## src/core/poe_cfg_regs.svh

```systemverilog
// register offsets, field positions, reset values and timing counts for the port config bank
`ifndef POE_CFG_REGS_SVH
`define POE_CFG_REGS_SVH

// ----------------------------------------------------------------
// register offsets
// ----------------------------------------------------------------
`define POE_ADDR_STRAP_STATUS   8'h11
`define POE_ADDR_OPER_MODE      8'h12
`define POE_ADDR_DISC_ENABLE    8'h13
`define POE_ADDR_DETCLS_ENABLE  8'h14
`define POE_ADDR_CADENCE_ENABLE 8'h15

// ----------------------------------------------------------------
// field positions
// ----------------------------------------------------------------
`define POE_STRAP_AUTO_BIT      0
`define POE_STRAP_ID_LSB        2
`define POE_STRAP_GROUP_LSB     4
`define POE_CLASS_EN_LSB        4
`define POE_PORT_COUNT          4

// ----------------------------------------------------------------
// reset values
// ----------------------------------------------------------------
`define POE_MODE_RST_AUTO       8'hFF
`define POE_DISC_RST_AUTO       8'hF0
`define POE_DETCLS_RST_AUTO     8'hFF
`define POE_RST_MANUAL          8'h00
`define POE_CADENCE_RST_HI      4'h0

// ----------------------------------------------------------------
// timing
// ----------------------------------------------------------------
`define POE_CLK_HZ              200000000
`define POE_CADENCE_TIME_S      2
`define POE_CADENCE_CYCLES      (`POE_CADENCE_TIME_S * `POE_CLK_HZ)
`define POE_CADENCE_CNT_W       29

`endif

```

## src/core/poe_cfg_pkg.sv

```systemverilog
// types and mode decoding shared by the port config bank
package poe_cfg_pkg;

    `include "poe_cfg_regs.svh"

    // ----------------------------------------------------------------
    // port operating modes
    // ----------------------------------------------------------------
    typedef enum logic [1:0] {
        MODE_SHUTDOWN = 2'b00,
        MODE_MANUAL   = 2'b01,
        MODE_SEMIAUTO = 2'b10,
        MODE_AUTO     = 2'b11
    } port_mode_type;

    function automatic port_mode_type port_mode(input logic [7:0] mode_reg, input int idx);
        port_mode_type m;
        m = port_mode_type'(mode_reg[2*idx +: 2]);
        return m;
    endfunction

endpackage

```

## src/core/strap_latch.sv

```systemverilog
// strap sampler: captures the strap pins once each time a reset condition clears
`timescale 1ns/1ps
module strap_latch (
    // clock and reset
    input  wire logic       i_clk,
    input  wire logic       i_resetn,
    input  wire logic       i_restart,
    // strap pins
    input  wire logic       i_auto,
    input  wire logic       i_addr_strap_3,
    input  wire logic       i_addr_strap_2,
    input  wire logic       i_addr_strap_1,
    input  wire logic       i_addr_strap_0,
    input  wire logic       i_midspan,
    // latched values
    output logic [7:0]      o_status,
    output logic            o_midspan,
    output logic            o_loaded
);

    logic pending;

    // pins cannot be taken under async reset, so capture waits for the first edge after release
    always_ff @(posedge i_clk or negedge i_resetn) begin
        if (!i_resetn) begin
            pending <= 1'b1;
        end else if (i_restart) begin
            pending <= 1'b1;
        end else begin
            pending <= 1'b0;
        end
    end

    always_ff @(posedge i_clk or negedge i_resetn) begin
        if (!i_resetn) begin
            o_status  <= 8'h00;
            o_midspan <= 1'b0;
        end else if (pending && !i_restart) begin
            o_status  <= {2'b00, i_addr_strap_3, i_addr_strap_2,
                          i_addr_strap_1, i_addr_strap_0, 1'b0, i_auto};
            o_midspan <= i_midspan;
        end
    end

    always_ff @(posedge i_clk or negedge i_resetn) begin
        if (!i_resetn) begin
            o_loaded <= 1'b0;
        end else begin
            o_loaded <= pending && !i_restart;
        end
    end

endmodule

```

## src/core/cadence_timer.sv

```systemverilog
// per-port back-off timer that holds detection off after a failed detection
`timescale 1ns/1ps
`include "poe_cfg_regs.svh"
module cadence_timer #(
    parameter logic [`POE_CADENCE_CNT_W-1:0] HOLD_CYCLES = `POE_CADENCE_CNT_W'(`POE_CADENCE_CYCLES)
) (
    // clock and reset
    input  wire logic       i_clk,
    input  wire logic       i_resetn,
    input  wire logic       i_restart,
    // control
    input  wire logic       i_enable,
    input  wire logic       i_fail,
    // status
    output logic            o_holdoff
);

    logic [`POE_CADENCE_CNT_W-1:0] count;

    // a running back-off finishes even if the enable drops; only a reset or restart cuts the wait short
    always_ff @(posedge i_clk or negedge i_resetn) begin
        if (!i_resetn) begin
            count     <= '0;
            o_holdoff <= 1'b0;
        end else if (i_restart) begin
            count     <= '0;
            o_holdoff <= 1'b0;
        end else if (i_fail && i_enable) begin
            count     <= HOLD_CYCLES;
            o_holdoff <= 1'b1;
        end else if (count != '0) begin
            count     <= count - `POE_CADENCE_CNT_W'(1);
            o_holdoff <= (count != `POE_CADENCE_CNT_W'(1));
        end
    end

endmodule

```

## src/core/poe_port_config_registers.sv

```systemverilog
// configuration and strap status register bank of a four-port power-sourcing controller
//
// Function
// - strap status: auto bit0, address straps 5:2
// - low address straps stored as identifier 3:2
// - straps captured at reset release only
// - port group field selects controlled quad
// - two mode bits per port, four ports
// - modes: shutdown, manual, semiautomatic, automatic
// - mode resets FFh with auto, else 00h
// - disconnect enable resets F0h with auto
// - disconnect on when either nibble bit set
// - detect/classify enable resets FFh with auto
// - automatic modes: bits enable detect, classify
// - manual: written bit launches, clears when done
// - shutdown port ignores detect/classify writes
// - cadence resets to latched midspan strap
// - cadence: wait 2 s after failed detection
// - strap read-only, other fields read/write
`timescale 1ns/1ps
`include "poe_cfg_regs.svh"
module poe_port_config_registers
    import poe_cfg_pkg::*;
#(
    parameter int unsigned CADENCE_CYCLES = `POE_CADENCE_CYCLES
) (
    // clock and reset
    input  wire logic       I_CLK_SYS,
    input  wire logic       I_RESETN,
    input  wire logic       I_SW_RESET,
    // strap pins
    input  wire logic       I_STRAP_AUTO,
    input  wire logic       I_ADDR_STRAP_3,
    input  wire logic       I_ADDR_STRAP_2,
    input  wire logic       I_ADDR_STRAP_1,
    input  wire logic       I_ADDR_STRAP_0,
    input  wire logic       I_STRAP_MIDSPAN,
    // register access port
    input  wire logic       I_REG_WR,
    input  wire logic       I_REG_RD,
    input  wire logic [7:0] I_REG_ADDR,
    input  wire logic [7:0] I_REG_WDATA,
    output logic [7:0]      O_REG_RDATA,
    output logic            O_REG_RVALID,
    output logic            O_CFG_READY,
    // engine status
    input  wire logic [3:0] I_DET_DONE,
    input  wire logic [3:0] I_CLASS_DONE,
    input  wire logic [3:0] I_DET_FAIL,
    // port controls
    output logic [7:0]      O_PORT_MODE,
    output logic [1:0]      O_PORT_GROUP,
    output logic [3:0]      O_DISCONNECT_EN,
    output logic [3:0]      O_DETECT_EN,
    output logic [3:0]      O_CLASSIFY_EN,
    output logic [3:0]      O_DET_HOLDOFF
);

    // ----------------------------------------------------------------
    // state
    // ----------------------------------------------------------------
    logic [7:0] strap_status;
    logic       midspan_latched;
    logic       loaded;
    logic       ready;
    logic [7:0] mode;
    logic [7:0] disc;
    logic [7:0] detcls;
    logic [3:0] cadence;
    logic [3:0] holdoff;
    logic [7:0] next_detcls;
    logic [3:0] next_detect;
    logic [3:0] next_classify;
    logic [3:0] port_shutdown_mode_mask;
    logic       strap_auto;
    logic       wr_mode;
    logic       wr_disc;
    logic       wr_detcls;
    logic       wr_cadence;

    function automatic logic reg_mapped(input logic [7:0] addr);
        return (addr >= `POE_ADDR_STRAP_STATUS) && (addr <= `POE_ADDR_CADENCE_ENABLE);
    endfunction

    // ----------------------------------------------------------------
    // strap capture and cadence timers
    // ----------------------------------------------------------------
    strap_latch u_strap (
        .i_clk          (I_CLK_SYS),
        .i_resetn       (I_RESETN),
        .i_restart      (I_SW_RESET),
        .i_auto         (I_STRAP_AUTO),
        .i_addr_strap_3 (I_ADDR_STRAP_3),
        .i_addr_strap_2 (I_ADDR_STRAP_2),
        .i_addr_strap_1 (I_ADDR_STRAP_1),
        .i_addr_strap_0 (I_ADDR_STRAP_0),
        .i_midspan      (I_STRAP_MIDSPAN),
        .o_status       (strap_status),
        .o_midspan      (midspan_latched),
        .o_loaded       (loaded)
    );

    for (genvar p = 0; p < `POE_PORT_COUNT; p++) begin : g_cadence
        cadence_timer #(
            .HOLD_CYCLES (`POE_CADENCE_CNT_W'(CADENCE_CYCLES))
        ) u_timer (
            .i_clk      (I_CLK_SYS),
            .i_resetn   (I_RESETN),
            .i_restart  (I_SW_RESET),
            .i_enable   (cadence[p]),
            .i_fail     (I_DET_FAIL[p]),
            .o_holdoff  (holdoff[p])
        );
    end

    assign strap_auto    = strap_status[`POE_STRAP_AUTO_BIT];
    assign O_PORT_GROUP  = strap_status[`POE_STRAP_GROUP_LSB +: 2];
    assign O_DET_HOLDOFF = holdoff;
    assign O_PORT_MODE   = mode;
    assign O_CFG_READY   = ready;

    // ----------------------------------------------------------------
    // write decode
    // ----------------------------------------------------------------
    // writes before the defaults are loaded would be overwritten, so they are dropped
    assign wr_mode    = I_REG_WR && ready && (I_REG_ADDR == `POE_ADDR_OPER_MODE);
    assign wr_disc    = I_REG_WR && ready && (I_REG_ADDR == `POE_ADDR_DISC_ENABLE);
    assign wr_detcls  = I_REG_WR && ready && (I_REG_ADDR == `POE_ADDR_DETCLS_ENABLE);
    assign wr_cadence = I_REG_WR && ready && (I_REG_ADDR == `POE_ADDR_CADENCE_ENABLE);

    always_ff @(posedge I_CLK_SYS or negedge I_RESETN) begin
        if (!I_RESETN) begin
            ready <= 1'b0;
        end else if (I_SW_RESET) begin
            ready <= 1'b0;
        end else if (loaded) begin
            ready <= 1'b1;
        end
    end

    // ----------------------------------------------------------------
    // configuration registers
    // ----------------------------------------------------------------
    // only the reset load and host writes reach the mode field
    always_ff @(posedge I_CLK_SYS or negedge I_RESETN) begin
        if (!I_RESETN) begin
            mode <= `POE_RST_MANUAL;
        end else if (loaded) begin
            mode <= strap_auto ? `POE_MODE_RST_AUTO : `POE_RST_MANUAL;
        end else if (wr_mode) begin
            mode <= I_REG_WDATA;
        end
    end

    always_ff @(posedge I_CLK_SYS or negedge I_RESETN) begin
        if (!I_RESETN) begin
            disc <= `POE_RST_MANUAL;
        end else if (loaded) begin
            disc <= strap_auto ? `POE_DISC_RST_AUTO : `POE_RST_MANUAL;
        end else if (wr_disc) begin
            disc <= I_REG_WDATA;
        end
    end

    always_ff @(posedge I_CLK_SYS or negedge I_RESETN) begin
        if (!I_RESETN) begin
            cadence <= 4'h0;
        end else if (loaded) begin
            cadence <= {`POE_PORT_COUNT{midspan_latched}};
        end else if (wr_cadence) begin
            cadence <= I_REG_WDATA[3:0];
        end
    end

    // a host write of 1 in the cycle of a done still launches again
    always_comb begin
        next_detcls = detcls;
        port_shutdown_mode_mask   = 4'h0;
        for (int p = 0; p < `POE_PORT_COUNT; p++) begin
            port_shutdown_mode_mask[p] = (port_mode(mode, p) == MODE_SHUTDOWN);
            if (port_mode(mode, p) == MODE_MANUAL) begin
                if (I_DET_DONE[p]) begin
                    next_detcls[p] = 1'b0;
                end
                if (I_CLASS_DONE[p]) begin
                    next_detcls[p + `POE_CLASS_EN_LSB] = 1'b0;
                end
            end
            if (wr_detcls && !port_shutdown_mode_mask[p]) begin
                next_detcls[p] = I_REG_WDATA[p];
                next_detcls[p + `POE_CLASS_EN_LSB] = I_REG_WDATA[p + `POE_CLASS_EN_LSB];
            end
        end
    end

    always_ff @(posedge I_CLK_SYS or negedge I_RESETN) begin
        if (!I_RESETN) begin
            detcls <= `POE_RST_MANUAL;
        end else if (loaded) begin
            detcls <= strap_auto ? `POE_DETCLS_RST_AUTO : `POE_RST_MANUAL;
        end else begin
            detcls <= next_detcls;
        end
    end

    // ----------------------------------------------------------------
    // port controls
    // ----------------------------------------------------------------
    always_comb begin
        next_detect   = 4'h0;
        next_classify = 4'h0;
        for (int p = 0; p < `POE_PORT_COUNT; p++) begin
            next_detect[p]   = detcls[p] && !port_shutdown_mode_mask[p] && !holdoff[p];
            next_classify[p] = detcls[p + `POE_CLASS_EN_LSB] && !port_shutdown_mode_mask[p];
        end
    end

    always_ff @(posedge I_CLK_SYS or negedge I_RESETN) begin
        if (!I_RESETN) begin
            O_DETECT_EN     <= 4'h0;
            O_CLASSIFY_EN   <= 4'h0;
            O_DISCONNECT_EN <= 4'h0;
        end else begin
            O_DETECT_EN     <= next_detect;
            O_CLASSIFY_EN   <= next_classify;
            O_DISCONNECT_EN <= disc[7:4] | disc[3:0];
        end
    end

    // ----------------------------------------------------------------
    // read path
    // ----------------------------------------------------------------
    always_ff @(posedge I_CLK_SYS or negedge I_RESETN) begin
        if (!I_RESETN) begin
            O_REG_RDATA  <= 8'h00;
            O_REG_RVALID <= 1'b0;
        end else begin
            O_REG_RVALID <= I_REG_RD && reg_mapped(I_REG_ADDR);
            case (I_REG_ADDR)
                `POE_ADDR_STRAP_STATUS:   O_REG_RDATA <= strap_status;
                `POE_ADDR_OPER_MODE:      O_REG_RDATA <= mode;
                `POE_ADDR_DISC_ENABLE:    O_REG_RDATA <= disc;
                `POE_ADDR_DETCLS_ENABLE:  O_REG_RDATA <= detcls;
                `POE_ADDR_CADENCE_ENABLE: O_REG_RDATA <= {`POE_CADENCE_RST_HI, cadence};
                default:                  O_REG_RDATA <= 8'h00;
            endcase
        end
    end

    logic rd_strap;
    assign rd_strap = I_REG_RD && (I_REG_ADDR == `POE_ADDR_STRAP_STATUS);
endmodule

```

## config.mk

```make
export PLATFORM = sky130hd
export DESIGN_NAME = poe_port_config_registers
export DESIGN_NICKNAME = d
export VERILOG_FILES = /design/src/core/poe_cfg_pkg.sv /design/src/core/strap_latch.sv /design/src/core/cadence_timer.sv /design/src/core/poe_port_config_registers.sv
export VERILOG_INCLUDE_DIRS = /design/src /design/src/core
export SDC_FILE = /design/constraint.sdc
export NUM_CORES = 1
export LEC_CHECK = 0
export BUFFER_PORTS_ARGS = -buffer_cell sky130_fd_sc_hd__buf_2
export CORE_MARGIN = 10
export CORE_UTILIZATION = 48
export CTS_BUF_LIST = sky130_fd_sc_hd__clkbuf_16
export DETAILED_ROUTE_END_ITERATION = 10
export PLACE_DENSITY = 0.8
export SYNTH_ARGS = -nofsm -noshare
export SYNTH_HDL_FRONTEND = slang
export SYNTH_HIERARCHICAL = 1
export SYNTH_SLANG_ARGS = --single-unit
export TNS_END_PERCENT = 100
```

## constraint.sdc

```tcl
create_clock -name I_CLK_SYS -period 2 [get_ports I_CLK_SYS]
set_input_delay 0.4 -clock I_CLK_SYS [delete_from_list [all_inputs] [get_ports I_CLK_SYS]]
set_output_delay 0.4 -clock I_CLK_SYS [all_outputs]
set_load 0.005 [all_outputs]
```

# Word-level counts from Yosys, hierarchy flattened

Index checks and enable logic that the tools add are counted.

Register bits: 178
Output and inout port bits: 36
Word-level logic and storage cells: 183

Add/sub/neg operators: 4
Order comparisons: 2
Eq/ne operators: 13
Muxes and demuxes: 61
Bitwise gates (word level): 1
Reduce and logical (&&, ||, !) cells: 73

Operators by type and width:

| operator                                                                            | count |
|---|---|
| 29-bit two-way mux                                                                  | 12 |
| 29-bit by 1-bit != test with 1-bit output, second input constant                    | 4 |
| 29-bit nonzero test                                                                 | 4 |
| 29-bit by 1-bit subtractor with 29-bit output, second input constant                | 4 |
| 8-bit two-way mux                                                                   | 7 |
| 3-bit nonzero test                                                                  | 16 |
| 8-bit by 5-bit == test with 1-bit output, second input constant                     | 5 |
| 8-bit one-hot mux with 5 select lines                                               | 1 |
| 1-bit two-way mux                                                                   | 39 |
| 1-bit logical AND                                                                   | 28 |
| 2-bit AND reduction                                                                 | 8 |
| 1-bit logical NOT                                                                   | 9 |
| 2-bit by 1-bit == test with 1-bit output, second input constant                     | 4 |
| 8-bit by 5-bit greater-or-equal comparator with 1-bit output, second input constant | 1 |
| 8-bit by 5-bit <= comparator with 1-bit output, second input constant               | 1 |
| 2-bit logical NOT                                                                   | 4 |
| 4-bit two-way mux                                                                   | 2 |
| 2-bit nonzero test                                                                  | 4 |
| 4-bit bitwise OR                                                                    | 1 |

# Depth between registers and ports, before layout

Gate-level depths: netlist of run 1.

Depth after elaboration: 5
Gate-level depth with buffers: 8
Gate-level depth less buffers: 7

# By module

Netlist of run 1, hierarchy kept.

By module, submodules not included:

| module                                    | instances | cells each | area an instance (um2) | seq. area each (um2) |
|---|---|---|---|---|
| cadence_timer at g_cadence[0].u_timer ... | 3         | 171        | 1654.1                 | 750.7 |
| poe_port_config_registers                 | 1         | 229        | 2436.1                 | 1251.2 |
| cadence_timer at g_cadence[3].u_timer     | 1         | 167        | 1591.5                 | 750.7 |
| strap_latch                               | 1         | 20         | 342.8                  | 201.4 |

# Worst setup path after synthesis of run 1

OpenSTA, ideal clock, no wires.

Kind: reg-to-reg
Start: register g_cadence[3].u_timer.count[11]
End: register g_cadence[3].u_timer.count[19]
Data arrival time: 1.928 ns
Required time: 1.922 ns
Setup slack: -0.005 ns
Cell stages (with the launch flop): 7
Buffers on the path: 1
Period minus slack after synthesis: 2.005 ns
Path through: dfrtp_1 -> or4_4 -> nand2b_4 -> or2_0 -> buf_2 -> or4_1 -> a21oi_1

Longest elaborated chain between the ends: 4

RTL lines:

| item                                          | RTL line            | text |
|---|---|---|
| start: declaration                            | cadence_timer.sv:18 | `` logic [`POE_CADENCE_CNT_W-1:0] count; `` |
| start signal: assignment                      | cadence_timer.sv:32 | `` count <= count - `POE_CADENCE_CNT_W'(1); `` |
| 29-bit by 1-bit subtractor with 29-bit output | cadence_timer.sv:32 |  |
| 29-bit two-way mux                            | cadence_timer.sv:31 | `end else if (count != '0) begin` |
| 29-bit two-way mux                            | cadence_timer.sv:28 | `end else if (i_fail && i_enable) begin` |
| 29-bit two-way mux                            | cadence_timer.sv:25 | `end else if (i_restart) begin` |

Parallel ways exist; a longest one is shown, timed or not. The select of a mux whose other input is x is not followed.
A chain may end at the register's enable or synchronous reset.

# Worst setup path in the final report of run 1

Start: register g_cadence[3].u_timer.count[8]
End: register g_cadence[3].u_timer.count[21]

Same word-level chain as after synthesis.

==> parameters.txt, run 1 <==
Parameter                              Value

Status
  Result of the run ... complete, but fails checks
  Violations in the final reports ... negative setup slack

Critical path
  CP Data Arrival Time ... 2.40 ns
  Type of element launching the critical path ... register
  Crit. End Element ... register
  Critical path peak fanout ... 6
  Worst Path Class, Setup ... reg2reg
  CP required ... 2.36 ns

Global routing
  Initial antenna violation count ... 2
  Maximum number of pins on one net before global-route repair ... 53
  Total GRT Usage ... 0.190
  Via count of the first global-routing pass ... 7974
  Wire length of the first global-routing pass ... 40.2 mm
  Overflow after GRT ... 0

Yosys
  Yosys synthesis warning count ... 6
  Most instantiated library cell after synthesis ... sky130_fd_sc_hd__dfrtp_1
  Main combinational cell family by area after synthesis ... simple AND/OR/NAND/NOR gates
  Area of the mapped netlist ... 9330 um^2
  Synth area leaders ... sky130_fd_sc_hd__dfrtp_1 (47%), sky130_fd_sc_hd__a21oi_1 (6.1%), sky130_fd_sc_hd__xnor2_1 (4.1%), sky130_fd_sc_hd__mux2i_1 (2.9%), sky130_fd_sc_hd__nand2_1 (2.7%)
  Number of unique standard cell types used by synthesis ... 65
  Compound-Gate Fraction of Synth Area ... 0.139
  Syn Inst Count ... 929
  Count of state elements after synthesis ... 178
  Share of synthesized area occupied by flip-flops and latches ... 0.477
  Portion of synthesized cell area occupied by the leading cell type ... 0.475
  Async SR Flop Fraction ... 1.00
  Multiplexer share of the synthesized area ... 0.0459
  Ys flop type ... sky130_fd_sc_hd__dfrtp_1
  Dominant cell type by area after synthesis ... sky130_fd_sc_hd__dfrtp_1
  Average instance area after synthesis ... 10.0 um^2
  XOR/XNOR share of the synthesized area ... 0.0450
  Number of flops mapped to enable cells by yosys ... 0
  Most instantiated cells after synthesis ... sky130_fd_sc_hd__dfrtp_1 (177), sky130_fd_sc_hd__a21oi_1 (113), sky130_fd_sc_hd__nand2_1 (67)
  Simple-gate share of the synthesized area ... 0.250
  Post-synthesis adder-cell area fraction ... 0.0161

Place
  Gpl congestion ... 0.872
  Setup WS pre-CTS ... -0.107 ns
  HPWL after detailed placement ... 17.4 mm
  Total of buffers placed on input and output ports ... 74
  DP Area ... 10700 um^2
  Placed insts ... 1329

Cells and area
  Number of nets in the layout ... 1154
  Layout Area Growth over Synthesis ... 25.2%
  Share of layout cells above drive strength 1 ... 0.303
  Fin area ... 11700 um^2
  Number of cells in the finished layout apart from fillers ... 1376
  Utilization after layout ... 0.618

Detailed routing
  Antenna-violating nets left ... 0
  Final routed DRC violation total ... 0
  Via-to-Cell Ratio ... 5.86
  Routed length per placed instance ... 18.3 um
  Via count of the routed design ... 8057
  Final routed wirelength across all metal layers ... 25.2 mm
  TritonRoute pass-1 iters ... 6
  Count of routing violations after the opening detailed-route iteration ... 583

STA
  Endpoints failing hold ... 0
  RSZ-0062 raised after global routing ... true
  Relative slew slack ... 0.622
  Worst setup skew after layout ... 0.00639 ns
  Setup-violating endpoint count in the final report ... 3
  Accumulated negative setup slack ... -0.110 ns
  Achievable Freq ... 490 MHz
  Worst Tran Pin Value ... 0.566 ns
  Smallest setup slack after layout ... -0.0424 ns
  Portion of the clock cycle consumed by the worst path in the final layout ... 1.02
  Final Critical Period ... 2.04 ns
  Pins over their slew limit ... 0

Run
  Max-cap violation count ... 0

CTS
  Maximum level of the CTS H-tree ... 4
  CTS buffer count ... 17
  Number of sinks handled by clock tree synthesis ... 178
  TritonCTS clock tree ... built
  Max Buffers Root-to-Sink ... 2
  Cell at the root of the clock tree ... sky130_fd_sc_hd__clkbuf_16
  Clock edge transition at the registers on the reported setup and hold paths ... 0.06 ns
  Insertion delay of the later-clocked pin in the worst-skew pair ... 0.43 ns

Floorplan
  Number of rows in the core area ... 50
  DIE AREA ... 25400 um^2
  Core box area ... 18900 um^2
  Starting Density ... 0.494
  Number of top-level pins ... 75
  Vertical die dimension ... 159 um
  Horizontal extent of the die ... 159 um

Pwr
  Leakage power total ... 5.16 nW
  IR drop worst, VDD ... 0.000635 V
  Total power density per cell area ... 1130 nW/um^2

Worst hold path
  Hold WC Path Type ... in2reg
-- sequential cells by signal (all words and copies together) (netlist names) --
register / cells
g_cadence.u_timer/count: 116
O_PORT_MODE: 8
O_REG_RDATA: 8
detcls: 8
disc: 8
u_strap/o_status: 5
O_CLASSIFY_EN: 4
O_DETECT_EN: 4
O_DISCONNECT_EN: 4
cadence: 4
g_cadence.u_timer/o_holdoff: 4
O_CFG_READY: 1
O_REG_RVALID: 1
u_strap/o_loaded: 1
u_strap/o_midspan: 1
u_strap/pending: 1
-- final timing paths --
path                                                start  slack [ns]  depth (start not counted)                              to
min in group asynchronous                        I_RESETN        0.49                          2   g_cadence[0].u_timer/count[5]
setup / recovery            g_cadence[3].u_timer/count[8]       -0.04                          5  g_cadence[3].u_timer/count[21]
hold / removal                             I_ADDR_STRAP_3        0.21                          2             u_strap/o_status[5]
hold reg to reg            g_cadence[0].u_timer/o_holdoff        0.49                          1                  O_DETECT_EN[0]
max in group asynchronous                        I_RESETN        0.82                          3                 u_strap/pending
setup reg to reg            g_cadence[3].u_timer/count[8]       -0.04                          5  g_cadence[3].u_timer/count[21]
-- metal layers --
metal | GRT usage | routed length, um
met3 | 0.0429 | 1480
met1 | 0.243 | 10800
met2 | 0.308 | 12500
met4 | 0.0695 | 479
met5 | 0 | 0
-- kinds of logic (layout without fill, tap and decap cells) --
family | count (synthesis) | count (layout)
xor gates and xnor gates | 48 | 48
muxes | 39 | 39
buffers and inverters | 52 | 234
other | 1 | 5
and+or+nand+nor | 387 | 387
AOI/OAI and AO/OA | 212 | 213
DFF | 178 | 178
adders and majority gates | 12 | 12
-- metrics by stage --
step | total power, mW | hold WS, ns
finish | 13.2 | 0.210
global placement | 9.50 | 0.394
CTS | 12.6 | 0.200
global route | 14.0 | 0.201
detailed placement | 9.68 | 0.394
floorplan | 7.83 | 0.104
-- layout by cell type, fill, tap and decap left out, drive strengths merged, types with 16 or more instances in the layout --
cell      n
dfrtp   177
xnor2    44
nor2     62
a31oi    16
buf     192
mux2i    27
nand2    70
nand4    18
nor4     25
clkbuf   18
nand3    22
or4      21
or3      34
nand3b   16
nor3     54
a21oi   113
nand2b   26
-- layout make-up --
class	instances	area, um^2
inverters	10	37.5
diodes	2	5.00
well taps	260	325
clock buffers	17	425
repair buffers	194	1330
multi-input cells	702	5050
fillers	1509	7210
clock inverters	13	56.3
flip-flops and latches	178	4460
-- critical path: stages (launching register included) --
cell and delay, ns:
sky130_fd_sc_hd__dfrtp_1 0.38, sky130_fd_sc_hd__or4_4 0.56, sky130_fd_sc_hd__nand2b_4 0.19, sky130_fd_sc_hd__or2_4 0.27
sky130_fd_sc_hd__or4_4 0.42, sky130_fd_sc_hd__a21oi_2 0.14
-- timing repair --
action / CTS / global route
endpoints found under the setup margin: 28 / 113
setup buffers: 0 / 11
hold endpoints to repair: 46 / 0
gates resized for setup: 13 / 73
cloned: 0 / 3
pin swaps: 5 / 23
hold buffers: 1 / 0
-- where the power goes --
group	total (mW)	switching (mW)	leakage, nW	internal [mW]
logic	5.32	2.72	2.64	2.61
registers	5.04	0.792	2.29	4.24
clock network	2.85	1.33	0.243	1.52
total	13.2	4.84	5.16	8.37
Note: power is estimated with default switching activity, not from simulation.
==> run 2, diff against run 1 <==
- PLACE_DENSITY: 0.8 -> 0.69
==> run 2 against run 1 <==
Net effect: the flow still finishes with violations (negative setup slack); global-route usage fell by 0.26 points; non-clock buffer count rose by 18; critical path depth did not move; clock skew rose by 0.0023 ns; sequential share of layout area fell by 0.47 points; power rose by 3.8%; die area did not move; cell area rose by 1.2%; utilization rose by 0.76 points; first-iteration DRC count fell by 33%; clock power rose by 17%; register-to-register slack barely moved; highest routed layer is now met5.
==> parameters.txt, run 2 (same netlist as run 1, synthesis figures left out) <==
Parameter                              Value

Cells and area
  Antenna diode count ... 0 (was 2)
  Fin area ... 11800 um^2 (was 11700 um^2)
  Max FFs per register ... 116 (unchanged)
  Most common cell after layout, fill and taps aside ... sky130_fd_sc_hd__dfrtp_1 (unchanged)
  Share of layout cells above drive strength 1 ... 0.310 (was 0.303)
  Layout Area Growth over Synthesis ... 26.7% (was 25.2%)
  Most used cells in the layout excluding fill and tap cells ... sky130_fd_sc_hd__dfrtp_1 (174), sky130_fd_sc_hd__buf_4 (129), sky130_fd_sc_hd__a21oi_1 (108) (was sky130_fd_sc_hd__dfrtp_1 (173), sky130_fd_sc_hd__buf_4 (111), sky130_fd_sc_hd__a21oi_1 (107))
  Register containing the most flip-flops in the final layout ... g_cadence.u_timer/count (unchanged)
  Filler Cell Count ... 1577 (was 1509)
  Number of nets in the layout ... 1171 (was 1154)

Detailed routing
  Antenna-violating nets left ... 0 (unchanged)
  TritonRoute pass-1 iters ... 5 (was 6)
  Count of routing violations after the opening detailed-route iteration ... 390 (was 583)
  Via count of the routed design ... 8027 (was 8057)
  Final routed wirelength across all metal layers ... 24.7 mm (was 25.2 mm)
  Routed length per placed instance ... 17.8 um (was 18.3 um)
  Final routed DRC violation total ... 0 (unchanged)
  Via-to-Cell Ratio ... 5.76 (was 5.86)

STA
  Portion of the clock cycle consumed by the worst path in the final layout ... 1.03 (was 1.02)
  Endpoints failing hold ... 0 (unchanged)
  Setup-violating endpoint count in the final report ... 5 (was 3)
  Post-route worst hold slack ... 0.214 ns (was 0.210 ns)
  Relative slew slack ... 0.610 (was 0.622)
  RSZ-0062 raised after global routing ... true (unchanged)
  Worst Tran Pin Value ... 0.585 ns (was 0.566 ns)
  Worst setup skew after layout ... 0.00865 ns (was 0.00639 ns)
  Final Critical Period ... 2.06 ns (was 2.04 ns)
  Achievable Freq ... 487 MHz (was 490 MHz)
  Pins over their slew limit ... 0 (unchanged)
  Smallest setup slack after layout ... -0.0553 ns (was -0.0424 ns)

Place
  DP Area ... 10800 um^2 (was 10700 um^2)
  Gpl congestion ... 0.850 (was 0.872)
  Total of buffers placed on input and output ports ... 74 (unchanged)
  HPWL after detailed placement ... 17.3 mm (was 17.4 mm)

Critical path
  Max stage delay on crit path ... 0.59 ns (was 0.56 ns)
  Critical path peak fanout ... 6 (unchanged)
  Length in cells of the worst reg-to-reg path ... 5 (unchanged)
  Ordered cell list for the critical path ... or4_4, nand2b_4, or4_4, nand3b_1, a21oi_2 (was or4_4, nand2b_4, or2_4, or4_4, a21oi_2)
  Type of element launching the critical path ... register (unchanged)
  Crit. End Element ... register (unchanged)
  Worst Path Class, Setup ... reg2reg (unchanged)
  Register-to-register setup slack ... -0.06 ns (was -0.04 ns)
  Cell with the largest stage delay on the worst path ... sky130_fd_sc_hd__or4_4 (unchanged)
  Dominant cell type by count on the critical path ... sky130_fd_sc_hd__or4_4 (unchanged)
  Reg-to-reg critical path endpoint ... g_cadence[3].u_timer/count[2] (was g_cadence[3].u_timer/count[21])
  Worst reg2reg path startpoint ... g_cadence[3].u_timer/count[8] (unchanged)
  CP Data Arrival Time ... 2.37 ns (was 2.40 ns)
  CP required ... 2.31 ns (was 2.36 ns)

Worst hold path
  Hold WC Path Type ... in2reg (unchanged)
  Endpoint, Worst Hold ... u_strap/o_status[0] (was u_strap/o_status[5])
  Worst hold stages ... 2 (unchanged)
  Startpoint of the most critical hold path ... I_STRAP_AUTO (was I_ADDR_STRAP_3)

Pwr
  Leakage power total ... 5.26 nW (was 5.16 nW)
  Share of power burned in registers ... 0.363 (was 0.381)
  Tot Pwr ... 13.7 mW (was 13.2 mW)
  Total power density per cell area ... 1160 nW/um^2 (was 1130 nW/um^2)
  Combinational group share of total power ... 0.394 (was 0.403)
  IR drop worst, VDD ... 0.000655 V (was 0.000635 V)
  Sw Share ... 0.356 (was 0.366)
  Switching power of the nets ... 4.88 mW (was 4.84 mW)
  Clock network fraction of total power ... 0.243 (was 0.216)
  Internal power consumption ... 8.83 mW (was 8.37 mW)

CTS
  CTS buffer count ... 17 (unchanged)
  Number of sinks handled by clock tree synthesis ... 178 (unchanged)
  Clock edge transition at the registers on the reported setup and hold paths ... 0.07 ns (was 0.06 ns)
  Insertion delay of the later-clocked pin in the worst-skew pair ... 0.43 ns (about the same)
  Maximum level of the CTS H-tree ... 4 (unchanged)
  Cell at the root of the clock tree ... sky130_fd_sc_hd__clkbuf_16 (unchanged)
  TritonCTS clock tree ... built (unchanged)
  Max Buffers Root-to-Sink ... 2 (unchanged)

Global routing
  Initial antenna violation count ... 2 (unchanged)
  Via count of the first global-routing pass ... 7872 (was 7974)
  Overflow after GRT ... 0 (unchanged)
  Maximum number of pins on one net before global-route repair ... 51 (was 53)
  Total GRT Usage ... 0.187 (was 0.190)
  Wire length of the first global-routing pass ... 39.5 mm (was 40.2 mm)

Status
  Result of the run ... complete, but fails checks (unchanged)
  Violations in the final reports ... negative setup slack (unchanged)

Floorplan
  DIE AREA ... 25400 um^2 (unchanged)
  Core box area ... 18900 um^2 (unchanged)
  Vertical die dimension ... 159 um (unchanged)
  Number of top-level pins ... 75 (unchanged)
  Starting Density ... 0.494 (unchanged)
  Number of rows in the core area ... 50 (unchanged)
  Horizontal extent of the die ... 159 um (unchanged)

Run
  Max-cap violation count ... 0 (unchanged)
==> run 2: cell count changes in the layout (fill, tap and decap cells not counted), moves of 4 or more <==
cell	before	now
sky130_fd_sc_hd__buf_4	111	129
sky130_fd_sc_hd__nor4_1	6	10
sky130_fd_sc_hd__inv_6	0	4
sky130_fd_sc_hd__nor3_2	15	9
sky130_fd_sc_hd__clkinv_1	7	2
sky130_fd_sc_hd__nor3_1	35	40
==> run 2: critical path: cells and delay by family, from the launching register on <==
kind	cells	cell delay, ns
AOI/OAI and AO/OA	1	0.06
and+or+nand+nor	4	1.50
DFF	1	0.38
==> run 2: worst max-delay path by stage <==
| stage | start | endpoint | slack, ns | cells after the start |
|---|---|---|---|---|
| 2_1_floorplan | g_cadence[3].u_timer/count[11] | g_cadence[3].u_timer/count[19] | -0.005 | 6 |
| 3_3_place_gp | I_REG_ADDR[5] | O_PORT_MODE[7] | -0.05 | 6 |
| 3_5_place_dp | I_REG_ADDR[5] | disc[6] | -0.09 | 6 |
| 4_1_cts | g_cadence[3].u_timer/count[8] | g_cadence[3].u_timer/count[19] | -0.01 | 5 |
| 5_1_grt | g_cadence[3].u_timer/count[21] | g_cadence[3].u_timer/count[27] | -0.14 | 6 |
| 6_report | g_cadence[3].u_timer/count[8] | g_cadence[3].u_timer/count[2] | -0.06 | 5 |
==> run 2: area by class of cell <==
cell class                 count  area [um^2]  share of cell area
multi-input combinational    701         4940               0.418
sequential                   178         4460               0.377
timing repair buffer         212         1480               0.125
clock buffer                  17          425              0.0360
tap                          260          325              0.0275
clock inverter                15          159              0.0134
inverter                      10         37.5             0.00317
==> run 2: metrics by stage <==
step	TNS, ns	worst slack, ns	util	instances
after CTS	-0.0326	-0.0146	0.609	1382
final	-0.141	-0.0553	0.626	1393
after global routing	-2.26	-0.137	0.626	1393
after floorplan	-0.0154	-0.00515	-	931
after detailed placement	-1.86	-0.0917	0.571	1344
after global placement	-0.663	-0.0543	0.571	1344
==> run 2: what timing repair did <==
item | in CTS | in global routing
setup buffers | 4 | 11
hold buffers | 1 | 0
pin swaps | 7 | 21
cloned | 1 | 0
setup endpoints to repair | 47 | 98
endpoints found under the hold margin | 33 | 0
resized for setup | 19 | 51
==> run 2: metal layers <==
| metal | wire (um) | track usage |
|---|---|---|
| met4 | 526 | 0.0560 |
| met5 | 21 | 0 |
| met1 | 10600 | 0.227 |
| met2 | 12700 | 0.327 |
| met3 | 868 | 0.0380 |
==> run 2: power groups by stage <==
stage	sequential, mW	clock, mW	combinational, mW
detailed placement	4.97	0	4.84
floorplan	4.88	0	2.94
global route	5.07	3.55	5.94
CTS	4.93	3.40	4.99
global placement	4.95	0	4.73
finish	4.98	3.33	5.40
==> run 3, diff against run 2 <==
- ABC_AREA: default -> 1
- CORE_UTILIZATION: 48 -> 55
- PLACE_DENSITY: 0.69 -> 0.76
==> run 3 against run 2 <==
Net effect: the run now ends clean; critical path depth up 4; utilization up 0.22 points; clock power down 7.2%; flip-flop and latch count unchanged.
==> parameters.txt, run 3 <==
Parameter                              Value

CTS
  Insertion delay of the later-clocked pin in the worst-skew pair ... 0.43 ns (about the same)
  Clock edge transition at the registers on the reported setup and hold paths ... 0.07 ns (about the same)
  TritonCTS clock tree ... built (unchanged)
  Maximum level of the CTS H-tree ... 4 (unchanged)
  Max Buffers Root-to-Sink ... 2 (unchanged)
  Cell at the root of the clock tree ... sky130_fd_sc_hd__clkbuf_16 (unchanged)
  CTS buffer count ... 17 (unchanged)
  Number of sinks handled by clock tree synthesis ... 178 (unchanged)

Worst hold path
  Hold WC Path Type ... in2reg (unchanged)
  Worst hold stages ... 3 (was 2)

Place
  Gpl congestion ... 0.941 (was 0.850)
  Total of buffers placed on input and output ports ... 74 (unchanged)
  Placed insts ... 1831 (was 1344)
  Setup WS pre-CTS ... 0.261 ns (was -0.0917 ns)
  HPWL after detailed placement ... 20.7 mm (was 17.3 mm)

STA
  Worst setup skew after layout ... 0.0147 ns (was 0.00865 ns)
  Achievable Freq ... 559 MHz (was 487 MHz)
  Endpoints failing hold ... 0 (unchanged)
  Pins over their slew limit ... 0 (unchanged)
  Worst Tran Pin Value ... 0.569 ns (was 0.585 ns)
  Final Critical Period ... 1.79 ns (was 2.06 ns)
  Accumulated negative setup slack ... 0 ns (was -0.141 ns)
  Post-route worst hold slack ... 0.188 ns (was 0.214 ns)
  RSZ-0062 raised after global routing ... false (was true)
  Smallest setup slack after layout ... 0.210 ns (was -0.0553 ns)
  Portion of the clock cycle consumed by the worst path in the final layout ... 0.895 (was 1.03)
  Relative slew slack ... 0.620 (was 0.610)
  Setup-violating endpoint count in the final report ... 0 (was 5)

Detailed routing
  TritonRoute pass-1 iters ... 5 (unchanged)
  Routed length per placed instance ... 14.7 um (was 17.8 um)
  Final routed wirelength across all metal layers ... 27.4 mm (was 24.7 mm)
  Antenna-violating nets left ... 0 (unchanged)
  Count of routing violations after the opening detailed-route iteration ... 862 (was 390)
  Via count of the routed design ... 9825 (was 8027)
  Via-to-Cell Ratio ... 5.27 (was 5.76)
  Final routed DRC violation total ... 0 (unchanged)

Cells and area
  Share of layout cells above drive strength 1 ... 0.173 (was 0.310)
  Most common cell after layout, fill and taps aside ... sky130_fd_sc_hd__nand2_1 (was sky130_fd_sc_hd__dfrtp_1)
  Register containing the most flip-flops in the final layout ... g_cadence.u_timer/count (unchanged)
  Most used cells in the layout excluding fill and tap cells ... sky130_fd_sc_hd__nand2_1 (366), sky130_fd_sc_hd__nor2_1 (288), sky130_fd_sc_hd__dfrtp_1 (177) (was sky130_fd_sc_hd__dfrtp_1 (174), sky130_fd_sc_hd__buf_4 (129), sky130_fd_sc_hd__a21oi_1 (108))
  Number of cells in the finished layout apart from fillers ... 1864 (was 1393)
  Max FFs per register ... 116 (unchanged)
  Layout Area Growth over Synthesis ... 11.9% (was 26.7%)
  Antenna diode count ... 0 (unchanged)
  Number of nets in the layout ... 1637 (was 1171)

Critical path
  Type of element launching the critical path ... register (unchanged)
  Crit. End Element ... register (unchanged)
  Cell with the largest stage delay on the worst path ... sky130_fd_sc_hd__dfrtp_1 (was sky130_fd_sc_hd__or4_4)
  CP required ... 2.32 ns (was 2.31 ns)
  Buffering stage count on the worst path with inverters included ... 1 (was 0)
  Cell type group with the largest total delay on the critical path ... simple AND/OR/NAND/NOR gates (unchanged)
  Critical path peak fanout ... 6 (unchanged)
  Worst Path Class, Setup ... reg2reg (unchanged)
  Length in cells of the worst reg-to-reg path ... 9 (was 5)
  CP Data Arrival Time ... 2.11 ns (was 2.37 ns)
  Ordered cell list for the critical path ... inv_1, ha_1, nand2_1, nor2_2, nand2_1, o21ai_1, nand2_1, nor2_1, nor2_1 (was or4_4, nand2b_4, or4_4, nand3b_1, a21oi_2)
  Number of gates on the worst path with buffers counted ... 9 (was 5)
  Max stage delay on crit path ... 0.39 ns (was 0.59 ns)
  Dominant cell type by count on the critical path ... sky130_fd_sc_hd__nand2_1 (was sky130_fd_sc_hd__or4_4)

Pwr
  IR drop worst, VDD ... 0.00100 V (was 0.000655 V)
  Leakage power total ... 6.85 nW (was 5.26 nW)
  Total power density per cell area ... 1480 nW/um^2 (was 1160 nW/um^2)

Global routing
  Total GRT Usage ... 0.216 (was 0.187)
  Wire length of the first global-routing pass ... 47.1 mm (was 39.5 mm)
  Overflow after GRT ... 0 (unchanged)
  Via count of the first global-routing pass ... 9514 (was 7872)
  Initial antenna violation count ... 1 (was 2)
  Maximum number of pins on one net before global-route repair ... 49 (was 51)

Floorplan
  DIE AREA ... 26000 um^2 (was 25400 um^2)
  Vertical die dimension ... 161 um (was 159 um)
  Number of top-level pins ... 75 (unchanged)
  Starting Density ... 0.561 (was 0.494)
  Core box area ... 19500 um^2 (was 18900 um^2)
  Number of rows in the core area ... 51 (was 50)
  Horizontal extent of the die ... 161 um (was 159 um)

Run
  Max-cap violation count ... 0 (unchanged)

Yosys
  Area of the mapped netlist ... 11000 um^2 (was 9330 um^2)
  Number of unique standard cell types used by synthesis ... 45 (was 65)
  Ys flop type ... sky130_fd_sc_hd__dfrtp_1 (unchanged)
  Count of state elements after synthesis ... 178 (unchanged)
  Most instantiated library cell after synthesis ... sky130_fd_sc_hd__nand2_1 (was sky130_fd_sc_hd__dfrtp_1)
  Yosys synthesis warning count ... 6 (unchanged)
  Synth area leaders ... sky130_fd_sc_hd__dfrtp_1 (40%), sky130_fd_sc_hd__nand2_1 (13%), sky130_fd_sc_hd__nor2_1 (9.9%), sky130_fd_sc_hd__inv_1 (5.8%), sky130_fd_sc_hd__nand3_1 (5.3%) (was sky130_fd_sc_hd__dfrtp_1 (47%), sky130_fd_sc_hd__a21oi_1 (6.1%), sky130_fd_sc_hd__xnor2_1 (4.1%), sky130_fd_sc_hd__mux2i_1 (2.9%), sky130_fd_sc_hd__nand2_1 (2.7%))
  Dominant cell type by area after synthesis ... sky130_fd_sc_hd__dfrtp_1 (unchanged)
  Number of flops mapped to enable cells by yosys ... 0 (unchanged)
  Share of synthesized area occupied by flip-flops and latches ... 0.407 (was 0.477)
  Most instantiated cells after synthesis ... sky130_fd_sc_hd__nand2_1 (366), sky130_fd_sc_hd__nor2_1 (288), sky130_fd_sc_hd__dfrtp_1 (177) (was sky130_fd_sc_hd__dfrtp_1 (177), sky130_fd_sc_hd__a21oi_1 (113), sky130_fd_sc_hd__nand2_1 (67))
  Portion of synthesized cell area occupied by the leading cell type ... 0.404 (was 0.475)
  Syn Inst Count ... 1491 (was 929)
  Async SR Flop Fraction ... 1.00 (unchanged)
  Average instance area after synthesis ... 7.35 um^2 (was 10.0 um^2)

Status
  Result of the run ... finished clean (was complete, but fails checks)
[run 3: changes by cell type after synthesis, sizes merged, moves of 37 or more]
cell	previous run	this run
nor3	54	17
a21oi	113	16
nand3	22	124
nor2	62	353
nand2	70	420
nand4	18	63
inv	10	176
xnor2	44	0
[run 3: power breakdown]
part / switching, mW / leakage [nW] / internal, mW
Clock: 1.49 / 0.265 / 1.60
Combinational: 6.38 / 4.24 / 3.09
Sequential: 1.03 / 2.34 / 4.51
Total: 8.90 / 6.85 / 9.19
[run 3: routing by layer]
metal	routed length, um	up-vias	share of wire	GRT usage
met2	12900	282	0.47	0.353
met4	498	2	0.018	0.0533
li1	-	4898	-	-
met1	12700	4593	0.46	0.291
met5	13	-	0.00047	0
met3	1370	50	0.050	0.0389
[run 3: per-stage QoR]
stage               power (mW)  utilization  area [um^2]
finish                    18.1        0.628        12300
global route              19.7        0.628        12300
CTS                       18.0        0.628        12300
detailed placement        14.9        0.600        11700
global placement          14.7        0.600        11700
floorplan                 12.8            -        11000
[run 3: final cells by class]
cell class | instances | area (um^2)
Clock buffer | 17 | 425
Clock inverter | 15 | 109
Fill cell | 1788 | 7260
Inverter | 184 | 721
Multi-Input combinational cell | 1114 | 5680
Sequential cell | 178 | 4460
Tap cell | 265 | 332
Timing Repair Buffer | 91 | 547
[run 3: logic make-up (layout without fill, tap and decap cells)]
family,Yosys count,count (layout),share of synthesized area
buf+inv,201,307,0.0760
other cells,1,3,0.000342
compound gates,73,73,0.0388
flops,178,178,0.407
fa+ha+maj,12,12,0.0137
simple gates,1002,1002,0.445
xor+xnor,24,24,0.0192
[run 3: worst min-delay path, delay by kind of cell]
family          cells  cell delay [ns]
compound gates      1             0.03
buf+inv             2             0.15
[run 3: path summary, 6_finish.rpt]
path | start | endpoint | slack (ns)
worst max-delay path | g_cadence[2].u_timer/count[0] | g_cadence[2].u_timer/count[24] | 0.21
worst min-delay path | I_REG_RD | O_REG_RVALID | 0.19
worst max register to register | g_cadence[2].u_timer/count[0] | g_cadence[2].u_timer/count[24] | 0.21
worst min register to register | u_strap/o_status[2] | u_strap/o_status[2] | 0.48
max in group asynchronous | I_RESETN | u_strap/pending | 0.84
min in group asynchronous | I_RESETN | O_REG_RDATA[4] | 0.48
[run 3: repair_timing]
item | CTS | global route
setup buffers | 0 | 0
endpoints found under the hold margin | 44 | 0
hold buffers | 1 | 0
resized for setup | 0 | 1
setup endpoints to repair | 0 | 1
